**src/core/mie_defines.svh**
```systemverilog
`ifndef MIE_DEFINES_SVH
`define MIE_DEFINES_SVH

// clock rate and derived time bases
`define MIE_CLK_HZ          44'h000_05f5_e100
`define MIE_CLK_MHZ         100
`define MIE_MS_CYCLES       (`MIE_CLK_MHZ * 1000)
`define MIE_DISC_TIME_US    150
`define MIE_DISC_CYCLES     (`MIE_DISC_TIME_US * `MIE_CLK_MHZ)

// register byte addresses
`define MIE_ADDR_CTRL       8'h00
`define MIE_ADDR_INTERVAL   8'h04
`define MIE_ADDR_STATUS     8'h08
`define MIE_ADDR_PERIOD     8'h0c
`define MIE_ADDR_EDGES      8'h10

// control fields
`define MIE_CTRL_TWO_TRACK  0
`define MIE_CTRL_ANTIVAL    1
`define MIE_CTRL_VIB        2
`define MIE_CTRL_POL_LO     3
`define MIE_CTRL_POL_HI     4
`define MIE_CTRL_RESET      5'h00

// status fields
`define MIE_ST_DISC         0
`define MIE_ST_SEQ          1
`define MIE_ST_CW           2
`define MIE_ST_DIR_VALID    3
`define MIE_ST_HIGH_RANGE   4

// measuring interval in ms
`define MIE_INTERVAL_RESET  11'h004
`define MIE_INTERVAL_MIN    11'h004

// saturated period and counter limits
`define MIE_PERIOD_MAX      32'hffff_ffff
`define MIE_EDGES_MAX       32'hffff_ffff

`endif

```
**src/core/mie_pkg.sv**
```systemverilog
package mie_pkg;

   // sensor polarity selection
   typedef enum logic [1:0] {
      MIE_POL_NO   = 2'h0,
      MIE_POL_NC   = 2'h1,
      MIE_POL_NONC = 2'h2,
      MIE_POL_RSVD = 2'h3
   } mie_pol_t;

   // measuring method currently in use
   typedef enum logic [1:0] {
      MIE_RANGE_LOW  = 2'b01,
      MIE_RANGE_HIGH = 2'b10
   } mie_range_t;

endpackage

```
**src/core/mie_motion_eval.sv**
```systemverilog
// Summary of operation
// (RULE1) low range: time one full signal period
// (RULE2) high range: count edges per measuring interval
// (RULE3) switch frequency follows configured measuring interval
// (RULE4) one-track sensor keeps 35 percent duty
// (RULE5) two-track sensor keeps 35 percent duty
// (RULE6) low range phases last at least 200us
// (RULE7) high range phases last at least 5us
// (RULE8) antivalent skew over 150us flags discrepancy
// (RULE9) inverted track may lead or lag
// (RULE10) direction only with two phase-shifted tracks
// (RULE11) sensor edges alternate between the two tracks
// (RULE12) primary leading means clockwise, lagging counterclockwise
// (RULE13) vibration filter tolerates single-track toggling
// (RULE14) selectable polarity: NO, NC, or both
// (RULE15) every level change counts as one impulse
// (RULE16) two edges on one track flag sequence error
`include "mie_defines.svh"

module mie_motion_eval #(
   parameter int DISC_CYCLES = `MIE_DISC_CYCLES,
   parameter int MS_CYCLES   = `MIE_MS_CYCLES
) (
   input  wire logic        ref_clk,
   input  wire logic        reset,
   input  wire logic [7:0]  regAddr,
   input  wire logic [31:0] regWdata,
   input  wire logic        regWr,
   input  wire logic        regRd,
   output logic [31:0]      regRdata,
   input  wire logic        trackA,
   input  wire logic        trackAInv,
   input  wire logic        trackB,
   input  wire logic        trackBInv,
   output logic             discFault,
   output logic             seqError,
   output logic             dirCw,
   output logic             dirValid,
   output logic             highRange
);

   ////////////////////////////////////////////////////////////////////////////
   // switch-over frequency table, Hz, indexed by interval in ms

   function automatic logic [11:0] limitHz(input logic twoTrk, input logic [10:0] ms);
      logic [11:0] f;
      f = 12'h000;
      if (twoTrk) begin
         if      (ms >= 11'h190) f = 12'h038;                // 400 ms -> 56 Hz
         else if (ms >= 11'h03c) f = 12'h090;
         else if (ms >= 11'h014) f = 12'h0fa;
         else if (ms >= 11'h00c) f = 12'h143;
         else if (ms >= 11'h008) f = 12'h18b;
         else                    f = 12'h22f;                // 4 ms -> 559 Hz
      end else begin
         if      (ms >= 11'h3e8) f = 12'h047;                // 1000 ms -> 71 Hz
         else if (ms >= 11'h0ac) f = 12'h0aa;
         else if (ms >= 11'h044) f = 12'h10f;
         else if (ms >= 11'h024) f = 12'h175;
         else if (ms >= 11'h018) f = 12'h1c8;
         else if (ms >= 11'h010) f = 12'h22f;
         else if (ms >= 11'h008) f = 12'h317;
         else                    f = 12'h45e;                // 4 ms -> 1118 Hz
      end
      return f;
   endfunction

   ////////////////////////////////////////////////////////////////////////////
   // pin synchronisers: three stages, a change counts once stages two and three agree

   logic [3:0] s1_q, s2_q, s3_q;
   logic [3:0] filt_q, filt_d;

   always_comb begin
      filt_d = filt_q;
      for (int i = 0; i < 4; i++) begin
         if (s2_q[i] == s3_q[i]) filt_d[i] = s3_q[i];
      end
   end

   always_ff @(posedge ref_clk) begin
      if (reset) begin
         s1_q   <= 4'h0;
         s2_q   <= 4'h0;
         s3_q   <= 4'h0;
         filt_q <= 4'h0;
      end else begin
         s1_q   <= {trackBInv, trackB, trackAInv, trackA};
         s2_q   <= s1_q;
         s3_q   <= s2_q;
         filt_q <= filt_d;
      end
   end

   ////////////////////////////////////////////////////////////////////////////
   // register file

   logic [4:0]  ctrl_q,  ctrl_d;
   logic [10:0] ival_q,  ival_d;
   logic [31:0] rdata_q, rdata_d;
   logic        discFault_q, discFault_d;
   logic        seqErr_q,    seqErr_d;
   logic        discSet, seqSet;
   logic        statusWr;
   logic [31:0] periodCycles;
   logic        periodValid;
   logic [31:0] edges_q;
   logic        dirCw_q, dirValid_q;
   mie_pkg::mie_range_t range_q;

   wire logic      twoTrack = ctrl_q[`MIE_CTRL_TWO_TRACK];
   wire logic      vibOn    = ctrl_q[`MIE_CTRL_VIB];
   mie_pkg::mie_pol_t pol;
   assign pol = mie_pkg::mie_pol_t'(ctrl_q[`MIE_CTRL_POL_HI:`MIE_CTRL_POL_LO]);

   assign statusWr = regWr && regAddr == `MIE_ADDR_STATUS;

   // writes and read mux; sticky bits are write-one-to-clear and a new event beats the clear
   always_comb begin
      ctrl_d      = ctrl_q;
      ival_d      = ival_q;
      rdata_d     = 32'h0;
      discFault_d = discFault_q;
      seqErr_d    = seqErr_q;
      if (regWr && regAddr == `MIE_ADDR_CTRL) ctrl_d = regWdata[4:0];
      if (regWr && regAddr == `MIE_ADDR_INTERVAL) begin
         // below the shortest interval the switch-over table has no row
         ival_d = (regWdata[10:0] < `MIE_INTERVAL_MIN) ? `MIE_INTERVAL_MIN : regWdata[10:0];
      end
      if (statusWr && regWdata[`MIE_ST_DISC]) discFault_d = 1'b0;
      if (statusWr && regWdata[`MIE_ST_SEQ])  seqErr_d    = 1'b0;
      if (discSet) discFault_d = 1'b1;                       // [RULE8]
      if (seqSet)  seqErr_d    = 1'b1;                       // [RULE16]
      if (regRd) begin
         unique case (regAddr)
            `MIE_ADDR_CTRL:     rdata_d = {27'h0, ctrl_q};
            `MIE_ADDR_INTERVAL: rdata_d = {21'h0, ival_q};
            `MIE_ADDR_STATUS:   rdata_d = {27'h0, highRange, dirValid_q, dirCw_q, seqErr_q, discFault_q};
            `MIE_ADDR_PERIOD:   rdata_d = periodCycles;
            `MIE_ADDR_EDGES:    rdata_d = edges_q;
            default:            rdata_d = 32'h0;             // unmapped reads as zero
         endcase
      end
   end

   always_ff @(posedge ref_clk) begin
      if (reset) begin
         ctrl_q      <= `MIE_CTRL_RESET;
         ival_q      <= `MIE_INTERVAL_RESET;
         rdata_q     <= 32'h0;
         discFault_q <= 1'b0;
         seqErr_q    <= 1'b0;
      end else begin
         ctrl_q      <= ctrl_d;
         ival_q      <= ival_d;
         rdata_q     <= rdata_d;
         discFault_q <= discFault_d;
         seqErr_q    <= seqErr_d;
      end
   end

   ////////////////////////////////////////////////////////////////////////////
   // polarity and edges: NC inverts the primary level; the combined type pairs
   // an NO output with an NC output, so it is checked as an antivalent pair

   logic actA, actB, prevA_q, prevB_q;
   logic edgeA, edgeB, riseA;
   logic antivalChk;

   assign actA       = (pol == mie_pkg::MIE_POL_NC) ? ~filt_q[0] : filt_q[0];   // [RULE14]
   assign actB       = (pol == mie_pkg::MIE_POL_NC) ? ~filt_q[2] : filt_q[2];   // [RULE14]
   assign antivalChk = ctrl_q[`MIE_CTRL_ANTIVAL] || pol == mie_pkg::MIE_POL_NONC; // [RULE14]
   assign edgeA      = actA != prevA_q;                      // [RULE15]
   assign edgeB      = twoTrack && actB != prevB_q;          // [RULE15]
   assign riseA      = edgeA && actA;

   always_ff @(posedge ref_clk) begin
      if (reset) begin
         prevA_q <= 1'b0;
         prevB_q <= 1'b0;
      end else begin
         prevA_q <= actA;
         prevB_q <= actB;
      end
   end

   ////////////////////////////////////////////////////////////////////////////
   // discrepancy: a true line equal to its inverse means one edge is still pending;
   // either line may be the late one, only the duration counts

   logic        mismatch;
   logic [31:0] discCnt_q, discCnt_d;

   assign mismatch = antivalChk && ((filt_q[0] == filt_q[1]) || (twoTrack && filt_q[2] == filt_q[3])); // [RULE9]

   always_comb begin
      discCnt_d = 32'h0;
      discSet   = 1'b0;
      if (mismatch) begin
         discCnt_d = (discCnt_q >= 32'(DISC_CYCLES)) ? discCnt_q : discCnt_q + 32'h1;
         discSet   = discCnt_q >= 32'(DISC_CYCLES);         // [RULE8]
      end
   end

   always_ff @(posedge ref_clk) begin
      if (reset) discCnt_q <= 32'h0;
      else       discCnt_q <= discCnt_d;
   end

   ////////////////////////////////////////////////////////////////////////////
   // direction and sequence: A leading B is clockwise; an edge repeating on
   // the same track is a sequence error unless vibration at standstill is tolerated

   logic lastWasA_q, lastWasA_d, seenEdge_q, seenEdge_d;
   logic dirCw_d, dirValid_d;

   always_comb begin
      dirCw_d    = dirCw_q;
      dirValid_d = dirValid_q && twoTrack;                   // [RULE10]
      lastWasA_d = lastWasA_q;
      seenEdge_d = seenEdge_q && twoTrack;
      seqSet     = 1'b0;
      if (twoTrack && (edgeA || edgeB)) begin
         // simultaneous edges on both tracks carry no order; direction holds
         if (edgeA && !edgeB) begin
            dirCw_d    = actA != actB;                       // [RULE12]
            dirValid_d = 1'b1;                               // [RULE10]
            seqSet     = seenEdge_q && lastWasA_q && !vibOn; // [RULE16] [RULE13]
            lastWasA_d = 1'b1;
         end else if (edgeB && !edgeA) begin
            dirCw_d    = actA == actB;                       // [RULE12]
            dirValid_d = 1'b1;
            seqSet     = seenEdge_q && !lastWasA_q && !vibOn; // [RULE16] [RULE11]
            lastWasA_d = 1'b0;
         end
         seenEdge_d = 1'b1;
      end
   end

   always_ff @(posedge ref_clk) begin
      if (reset) begin
         dirCw_q    <= 1'b0;
         dirValid_q <= 1'b0;
         lastWasA_q <= 1'b0;
         seenEdge_q <= 1'b0;
      end else begin
         dirCw_q    <= dirCw_d;
         dirValid_q <= dirValid_d;
         lastWasA_q <= lastWasA_d;
         seenEdge_q <= seenEdge_d;
      end
   end

   ////////////////////////////////////////////////////////////////////////////
   // edge counting per measuring interval

   logic [16:0] msCnt_q,   msCnt_d;
   logic [10:0] ivCnt_q,   ivCnt_d;
   logic [31:0] edgeCnt_q, edgeCnt_d;
   logic [31:0] edges_d;
   logic        msTick, ivEnd;
   logic [1:0]  newEdges;

   assign msTick   = msCnt_q == 17'(MS_CYCLES - 1);
   assign ivEnd    = msTick && ivCnt_q >= ival_q - 11'h1;
   assign newEdges = {1'b0, edgeA} + {1'b0, edgeB};

   always_comb begin
      msCnt_d   = msTick ? 17'h0 : msCnt_q + 17'h1;
      ivCnt_d   = msTick ? ivCnt_q + 11'h1 : ivCnt_q;
      edgeCnt_d = (edgeCnt_q > `MIE_EDGES_MAX - 32'h2) ? edgeCnt_q : edgeCnt_q + {30'h0, newEdges}; // [RULE2]
      edges_d   = edges_q;
      if (ivEnd) begin
         edges_d   = edgeCnt_d;                              // [RULE2]
         edgeCnt_d = 32'h0;
         ivCnt_d   = 11'h0;
      end
   end

   always_ff @(posedge ref_clk) begin
      if (reset) begin
         msCnt_q   <= 17'h0;
         ivCnt_q   <= 11'h0;
         edgeCnt_q <= 32'h0;
         edges_q   <= 32'h0;
      end else begin
         msCnt_q   <= msCnt_d;
         ivCnt_q   <= ivCnt_d;
         edgeCnt_q <= edgeCnt_d;
         edges_q   <= edges_d;
      end
   end

   ////////////////////////////////////////////////////////////////////////////
   // period timing on active rising edges of the primary track

   mie_period_meter mie_period_meter_i (
      .ref_clk      (ref_clk),
      .reset        (reset),
      .periodEdge   (riseA),
      .periodCycles (periodCycles),
      .periodValid  (periodValid)
   );

   ////////////////////////////////////////////////////////////////////////////
   // method choice: frequency above the interval's limit means period*limit < clock rate

   mie_pkg::mie_range_t range_d;
   logic [43:0] periodTimesLimit;

   assign periodTimesLimit = periodCycles * limitHz(twoTrack, ival_q);

   always_comb begin
      range_d = range_q;
      if (periodValid || periodCycles == `MIE_PERIOD_MAX) begin
         range_d = (periodTimesLimit < `MIE_CLK_HZ) ? mie_pkg::MIE_RANGE_HIGH : mie_pkg::MIE_RANGE_LOW; // [RULE3]
      end
   end

   always_ff @(posedge ref_clk) begin
      if (reset) range_q <= mie_pkg::MIE_RANGE_LOW;
      else       range_q <= range_d;
   end

   assign highRange = range_q == mie_pkg::MIE_RANGE_HIGH;
   assign regRdata  = rdata_q;
   assign discFault = discFault_q;
   assign seqError  = seqErr_q;
   assign dirCw     = dirCw_q;
   assign dirValid  = dirValid_q;
endmodule

```
**src/core/mie_period_meter.sv**
```systemverilog
`include "mie_defines.svh"

module mie_period_meter (
   input  wire logic        ref_clk,
   input  wire logic        reset,
   input  wire logic        periodEdge,
   output logic [31:0]      periodCycles,
   output logic             periodValid
);

   logic [31:0] cnt_q,    cnt_d;
   logic [31:0] period_q, period_d;
   logic        valid_q,  valid_d;

   // a full period runs from one active edge to the next; counter saturates at standstill
   always_comb begin
      cnt_d    = (cnt_q == `MIE_PERIOD_MAX) ? cnt_q : cnt_q + 32'h1;
      period_d = period_q;
      valid_d  = 1'b0;
      if (periodEdge) begin                                  // [RULE1]
         period_d = cnt_d;
         valid_d  = 1'b1;
         cnt_d    = 32'h0;
      end else if (cnt_q == `MIE_PERIOD_MAX) begin
         period_d = `MIE_PERIOD_MAX;                         // standstill reads as slowest
      end
   end

   always_ff @(posedge ref_clk) begin
      if (reset) begin
         cnt_q    <= 32'h0;
         period_q <= `MIE_PERIOD_MAX;
         valid_q  <= 1'b0;
      end else begin
         cnt_q    <= cnt_d;
         period_q <= period_d;
         valid_q  <= valid_d;
      end
   end

   assign periodCycles = period_q;
   assign periodValid  = valid_q;
endmodule

```
**config.mk**
```make
export PLATFORM = sky130hd
export DESIGN_NAME = mie_motion_eval
export DESIGN_NICKNAME = d
export VERILOG_FILES = /design/src/core/mie_pkg.sv /design/src/core/mie_motion_eval.sv /design/src/core/mie_period_meter.sv
export VERILOG_INCLUDE_DIRS = /design/src /design/src/core
export SDC_FILE = /design/constraint.sdc
export NUM_CORES = 1
export LEC_CHECK = 0
export BUFFER_PORTS_ARGS = -buffer_cell sky130_fd_sc_hd__buf_2
export CAP_MARGIN = 20
export CORE_MARGIN = 8
export CORE_UTILIZATION = 60
export DETAILED_ROUTE_END_ITERATION = 7
export GPL_TIMING_DRIVEN = 0
export PLACE_DENSITY = 0.8
export SLEW_MARGIN = 20
export SYNTH_ARGS = -nofsm -noshare
export SYNTH_HDL_FRONTEND = slang
export SYNTH_HIERARCHICAL = 1
export SYNTH_SLANG_ARGS = --single-unit
```
**constraint.sdc**
```tcl
create_clock -name ref_clk -period 9.4 [get_ports ref_clk]
set_input_delay 0.94 -clock ref_clk [delete_from_list [all_inputs] [get_ports ref_clk]]
set_output_delay 0.94 -clock ref_clk [all_outputs]
set_load 0.01 [all_outputs]
```
==> impl_metrics.csv, run 1 <==
group,metric,value,unit
status,status,"complete, no violations",
yosys,synth_top_cell_area_share,0.226,
sta,setup_viol,0,
sta,timing.final.crit_share,0.970,
floorplan,num_io_pins,85,
yosys,synth.largest_area_cell,"fa_1",
worst_hold_path,min_path_type,"flop to flop",
floorplan,chipWidth,216,um
route,vias,20927,
cells_and_area,fin_util,0.653,
clocking,cts_sinks,263,
floorplan,core,0.0396,mm2
cells_and_area,diodes,0,
power_and_ir_drop,p_leak,11.6,nW
sta,relSlewSlack,0.162,
yosys,async_flop_share,0,
yosys,postSynthAreaPerCell,8.28,um2
cells_and_area,final_area,0.0259,mm2
yosys,yosysSeqAreaShare,0.220,
cells_and_area,nets,3432,
floorplan,die_area,0.0466,mm2
yosys,netlist_area,0.0240,mm2
route,vias_per_cell,5.93,
critical_path,crit_fanout,10,
clocking,cts_tree,"done",
sta,hold_viol_final,0,
floorplan,fp.dieH,216,um
clocking,clk_pin_slew,0.08,ns
route,routed_wl,70800,um
sta,fmax,110,MHz
critical_path,start_kind,"flop",
floorplan,row_count,73,
clocking,clock_latency,0.57,ns
critical_path,rr_worst_depth,27,
route,drtIter0Drc,1706,
sta,slew_violations,0,
cells_and_area,finalNonFillerCells,3530,
sta,setup-tns-final,0,ns
yosys,yosysWarningCount,6,
critical_path,critical_path_arrival,9.56,ns
flow_run,cap_violations,0,
yosys,syn_nets,3342,
clocking,clk_path_buf_depth,3,
route,dr.pass1.iters,7,
cells_and_area,drive_above_1_share,0.0602,
yosys,syn_inst,2895,
global_routing,grt_antenna_before_repair,1,
sta,rsz0062_at_grt,"false",
critical_path,crit_path_end_kind,"flop",
yosys,yosysMostFrequentCell,"nand2_1",
place,place_area,0.0250,mm2
yosys,synth_edf_count,0,
yosys,synth_ff_type,"dfxtp_1",
yosys,synth_cell_types,96,
place,io_buffers,61,
place,gp_congestion,1.01,
yosys,synth_area_leaders,"fa_1 (23%), dfxtp_1 (22%), ha_1 (6.7%), nand2_1 (6.2%), inv_1 (6.1%)",
clocking,hold_buffers,0,
route,drc,0,
sta,finalClockSkew,0.0418,ns
sta,worstMarginPinSlew,1.25,ns
clocking,cts_max_level,1,
critical_path,reg2reg_from,"ival_q[10]",
floorplan,initial_core_util,0.605,
yosys,synth_commonest_cells,"nand2_1 (394), inv_1 (388), fa_1 (271)",
critical_path,startpoint,"ival_q[10]",
route,final_antenna_net_count,0,
global_routing,overflow,0,
global_routing,track_usage,0.298,
clocking,cts_buffers,26,
critical_path,worstPathRequired,9.85,ns
yosys,ys_seq_elements,263,
critical_path,timing.rr.end,"range_q[0]",
global_routing,grt_start_max_net_pins,17,
power_and_ir_drop,p_per_area,180,mW/mm2
critical_path,endpoint,"range_q[0]",
cells_and_area,syn_to_final_growth,7.90,%
route,wl_per_cell,20.0,um
sta,timing.hold.ws,0.442,ns
sta,fin_crit,9.12,ns
critical_path,r2r_slack,0.28,ns
global_routing,grt_pass1_wl,113000,um
place,dpl.hpwl,56600,um
global_routing,grt_pass1_vias,21397,
power_and_ir_drop,max-vdd-ir-drop,0.165,mV
place,dp_cells,3481,
critical_path,crit_type,"flop to flop",
clocking,cts_root_buf,"clkbuf_16",
==> power by group <==
part,switching (mW),leakage (nW),internal (mW)
Combinational,1.65,9.02,0.837
Sequential,0.00489,2.12,1.12
Clock,0.470,0.419,0.575
==> logic make-up after synthesis <==
logic type	share of synthesized area
and+or+nand+nor	0.231
muxes	0.0191
xor gates and xnor gates	0.0438
AOI/OAI and AO/OA	0.109
DFF	0.220
adders and majority gates	0.293
buffers and inverters	0.0849
==> through the flow <==
step	worst slack [ns]	total power, mW
6_report	0.284	4.66
3_5_place_dp	-0.356	3.55
2_1_floorplan	1.89	2.84
4_1_cts	0.000420	4.60
5_1_grt	0.00852	4.94
3_3_place_gp	-0.376	3.56
==> metal layers <==
metal | track usage | up-vias | wire length, um
met3 | 0.0418 | 217 | 5630
met4 | 0.138 | 2 | 3730
met1 | 0.378 | 10122 | 28300
li1 | - | 9608 | -
met2 | 0.501 | 978 | 33100
met5 | 0 | - | 9
==> cell usage in the layout, fill, tap and decap left out, types with 7 or more instances in the layout <==
| cell | Yosys | routed |
|---|---|---|
| a211oi_1 | 13 | 13 |
| a21o_1 | 16 | 16 |
| a21oi_1 | 127 | 126 |
| a222oi_1 | 12 | 12 |
| a22oi_1 | 25 | 25 |
| a31oi_1 | 12 | 12 |
| and2_1 | 136 | 136 |
| and3_1 | 27 | 27 |
| and4_1 | 10 | 10 |
| buf_2 | 5 | 66 |
| clkbuf_1 | 129 | 120 |
| clkbuf_16 | 0 | 27 |
| clkbuf_2 | 0 | 11 |
| clkinv_2 | 0 | 7 |
| dfxtp_1 | 263 | 263 |
| fa_1 | 271 | 271 |
| ha_1 | 128 | 128 |
| inv_1 | 388 | 388 |
| mux2i_1 | 39 | 39 |
| nand2_1 | 394 | 394 |
| nand2b_1 | 12 | 12 |
| nand3_1 | 58 | 58 |
| nand4_1 | 70 | 70 |
| nor2_1 | 268 | 265 |
| nor2b_1 | 53 | 53 |
| nor3_1 | 38 | 36 |
| nor4_1 | 20 | 20 |
| o211ai_1 | 14 | 14 |
| o21a_1 | 16 | 16 |
| o21ai_0 | 69 | 68 |
| o21bai_1 | 8 | 7 |
| o31ai_1 | 7 | 7 |
| or2_2 | 8 | 8 |
| or3_1 | 8 | 8 |
| xnor2_1 | 64 | 64 |
| xor2_1 | 56 | 56 |
==> timing repair <==
action,4_1_cts,5_1_grt
pin swaps,0,2
setup endpoints to repair,2,2
gates resized for setup,4,27
buffers inserted,0,1
==> worst min path at each step <==
stage | from | to | slack [ns] | cells after the start
2_1_floorplan | s1_q[0] | s2_q[0] | 0.41 | 1
3_3_place_gp | s1_q[1] | s2_q[1] | 0.42 | 1
3_5_place_dp | s1_q[0] | s2_q[0] | 0.43 | 1
4_1_cts | s1_q[2] | s2_q[2] | 0.45 | 1
5_1_grt | s1_q[1] | s2_q[1] | 0.46 | 1
6_report | s1_q[2] | s2_q[2] | 0.44 | 1
==> critical path: stages (launching register included) <==
cell	delay, ns
dfxtp_1	0.31
buf_6	0.15
nor4_4	0.56
nand2_1	0.19
a31oi_1	0.22
a21oi_1	0.11
nor2_2	0.45
clkbuf_2	0.39
nand2_1	0.13
fa_1	0.53
fa_1	0.52
inv_1	0.06
fa_1	0.48
fa_1	0.55
inv_1	0.05
fa_1	0.52
inv_1	0.04
ha_1	0.28
clkbuf_1	0.25
a21oi_1	0.43
o21ai_0	0.35
a2111oi_2	0.56
o21ai_1	0.33
a221oi_1	0.36
xnor2_1	0.12
or4b_1	0.52
nor4_2	0.37
o211ai_1	0.15
==> final cells by class <==
| type | instances | area [um2] |
|---|---|---|
| clock inverters | 18 | 155 |
| clock buffers | 30 | 707 |
| well taps | 525 | 657 |
| multi-input cells | 2099 | 16700 |
| flip-flops and latches | 263 | 5270 |
| repair buffers | 62 | 313 |
| plain buffers | 145 | 594 |
| inverters | 388 | 1460 |
| fillers | 3335 | 13800 |
==> flip-flops by register name, summed over array words and instances, names as in the netlist, 11 cells and up <==
register / flops
edges_q: 32
mie_period_meter_i/periodCycles: 32
msCnt_q: 17
edgeCnt_q: 32
mie_period_meter_i/cnt_q: 32
ivCnt_q: 11
ival_q: 11
regRdata: 32
discCnt_q: 32
Power figures use the tool's default switching activity.
==> inputs of run 2 (changes only) <==
- CORE_MARGIN: 8 -> 2
- SYNTH_HIERARCHICAL: 1 -> default
==> run 2 against run 1 <==
Compared with the run above: first-iteration DRC count rose by 1.2%; non-clock buffer count rose by 23; hold slack got worse by 0.0094 ns; utilization rose by 0.65 points; final cell count fell by 1.2%; critical endpoint unchanged.
==> impl_metrics.csv, run 2 <==
group,metric,value,unit
power_and_ir_drop,p_sw,1.88,mW
power_and_ir_drop,p_per_area,173,mW/mm2
floorplan,row_count,72,
status,status,"complete, no violations",
power_and_ir_drop,p_leak,11.6,nW
route,vias,20562,
power_and_ir_drop,power_frac_seq,0.254,
critical_path,rr_worst_depth,27,
cells_and_area,layout_commonest_cell,"nand2_1",
sta,fmax,111,MHz
clocking,cts_sinks,263,
sta,timing.hold.ws,0.433,ns
sta,slew_violations,0,
global_routing,overflow,0,
power_and_ir_drop,p_int,2.56,mW
yosys,synth_ff_type,"dfxtp_1",
yosys,netlist_area,0.0238,mm2
yosys,synth_edf_count,0,
floorplan,fp.dieH,203,um
clocking,cts_tree,"done",
yosys,ys_seq_elements,263,
critical_path,crit_path_end_kind,"flop",
sta,finalClockSkew,0.0141,ns
cells_and_area,syn_to_final_growth,7.72,%
yosys,synth_commonest_cells,"nand2_1 (387), inv_1 (377), fa_1 (271)",
worst_hold_path,min_path_type,"flop to flop",
power_and_ir_drop,max-vdd-ir-drop,0.178,mV
critical_path,crit_type,"flop to flop",
cells_and_area,final_area,0.0257,mm2
flow_run,cap_violations,0,
sta,fin_crit,9.03,ns
yosys,syn_inst,2860,
critical_path,r2r_slack,0.37,ns
critical_path,slowest_delay,0.65,ns
power_and_ir_drop,clockPowerShare,0.239,
floorplan,die_area,0.0413,mm2
place,gp_congestion,1.01,
critical_path,crit_fanout,10,
critical_path,worstPathRequired,9.85,ns
critical_path,endpoint,"range_q[0]",
sta,setup_viol,0,
yosys,synth_area_leaders,"fa_1 (23%), dfxtp_1 (22%), ha_1 (6.7%), nand2_1 (6.1%), inv_1 (5.9%)",
place,dpl.hpwl,53000,um
place,io_buffers,61,
cells_and_area,fin_util,0.659,
critical_path,reg2reg_from,"ival_q[6]",
yosys,synth_top_cell_area_share,0.228,
place,place_area,0.0248,mm2
sta,hold_viol_final,0,
route,drtIter0Drc,1727,
power_and_ir_drop,switching_share,0.424,
route,vias_per_cell,5.90,
critical_path,path_common_cell,"fa_1",
floorplan,chipWidth,203,um
route,routed_wl,67200,um
clocking,cts_max_level,1,
yosys,synth_cell_types,81,
place,pre_cts_slack,0.537,ns
critical_path,startpoint,"ival_q[6]",
route,final_antenna_net_count,0,
global_routing,track_usage,0.330,
critical_path,critical_path_arrival,9.48,ns
cells_and_area,mostFrequentLayoutCells,"nand2_1 (387), inv_1 (377), fa_1 (271)",
critical_path,start_kind,"flop",
yosys,syn_nets,3307,
route,drc,0,
route,dr.pass1.iters,7,
cells_and_area,drive_above_1_share,0.0603,
clocking,clk_path_buf_depth,3,
sta,relSlewSlack,0.281,
floorplan,initial_core_util,0.612,
cells_and_area,diodes,0,
global_routing,grt_pass1_wl,109000,um
global_routing,grt_pass1_vias,20869,
critical_path,timing.rr.end,"range_q[0]",
floorplan,core,0.0389,mm2
yosys,yosysMostFrequentCell,"nand2_1",
global_routing,grt_start_max_net_pins,16,
cells_and_area,nets,3397,
yosys,yosysWarningCount,0,
clocking,cts_buffers,26,
cells_and_area,finalNonFillerCells,3488,
route,wl_per_cell,19.3,um
sta,timing.final.crit_share,0.960,
clocking,clk_pin_slew,0.07,ns
clocking,cts_root_buf,"clkbuf_16",
yosys,postSynthAreaPerCell,8.33,um2
yosys,synth.largest_area_cell,"fa_1",
clocking,clock_latency,0.56,ns
sta,worstMarginPinSlew,1.07,ns
sta,final.setup.worst_slack,0.372,ns
clocking,hold_buffers,0,
floorplan,num_io_pins,85,
yosys,yosysSeqAreaShare,0.221,
sta,rsz0062_at_grt,"false",
global_routing,grt_antenna_before_repair,3,
critical_path,cp_slowest_cell,"a22oi_1",
place,dp_cells,3440,
yosys,async_flop_share,0,
power_and_ir_drop,share_comb_of_total_power,0.507,
sta,setup-tns-final,0,ns
power_and_ir_drop,p_total,4.43,mW
## run 2: cell types whose count changed after synthesis, moves of 6 or more
cell      previous run  this run
nor2_1             268       230
nor3_1              38        51
nand2_1            394       387
a21oi_1            127       116
nand4_1             70        55
clkbuf_1           129       151
inv_1              388       377
a222oi_1            12         6
a22oi_1             25        31
or2_2                8        32
o21ai_0             69        51
xor2_1              56        62
## run 2: critical path, delay by kind of cell, from the launching register on
kind	cells	cell delay, ns
adders and majority gates	6	2.88
AOI/OAI and AO/OA	4	1.33
and+or+nand+nor	11	2.62
xor gates and xnor gates	1	0.15
DFF	1	0.47
buffers and inverters	5	1.47
## run 2: cell families (layout without fill, tap and decap cells)
| logic type | after synthesis | after routing | synth area share |
|---|---|---|---|
| compound gates | 353 | 353 | 0.101 |
| fa+ha+maj | 399 | 399 | 0.295 |
| xor+xnor | 131 | 131 | 0.0482 |
| flops | 263 | 263 | 0.221 |
| buf+inv | 545 | 655 | 0.0867 |
| mux | 49 | 49 | 0.0209 |
| simple gates | 1120 | 1120 | 0.228 |
## run 2: worst min path at each step
stage,endpoint,depth (start not counted),start
finish,s2_q[0],1,s1_q[0]
global route,s2_q[2],1,s1_q[2]
CTS,s2_q[0],1,s1_q[0]
detailed placement,s2_q[0],1,s1_q[0]
global placement,s2_q[3],1,s1_q[3]
floorplan,s2_q[0],1,s1_q[0]
## run 2: metal layers
layer,track usage,vias up,routed length [um]
met5,0,-,10
met4,0.173,2,3840
met3,0.0593,229,5730
met2,0.533,984,30600
met1,0.426,9967,27100
li1,-,9380,-
## run 2: power groups by stage
| stage | sequential, mW | clock (mW) | combinational (mW) |
|---|---|---|---|
| final | 1.12 | 1.06 | 2.25 |
| after global routing | 1.12 | 1.11 | 2.49 |
| after CTS | 1.12 | 1.07 | 2.20 |
| after detailed placement | 1.15 | 0 | 2.18 |
| after global placement | 1.15 | 0 | 2.15 |
| after floorplan | 1.15 | 0 | 1.66 |
## run 2: final cells by class
cell class / count / area [um2]
multi-input combinational: 2052 / 16500
inverter: 377 / 1420
tap: 518 / 648
clock inverter: 13 / 108
fill: 3208 / 13300
sequential: 263 / 5270
buffer: 168 / 652
clock buffer: 35 / 766
timing repair buffer: 62 / 310
## run 2: timing repair
item,4_1_cts,5_1_grt
setup buffers,0,0
setup endpoints to repair,0,2
resized for setup,0,4
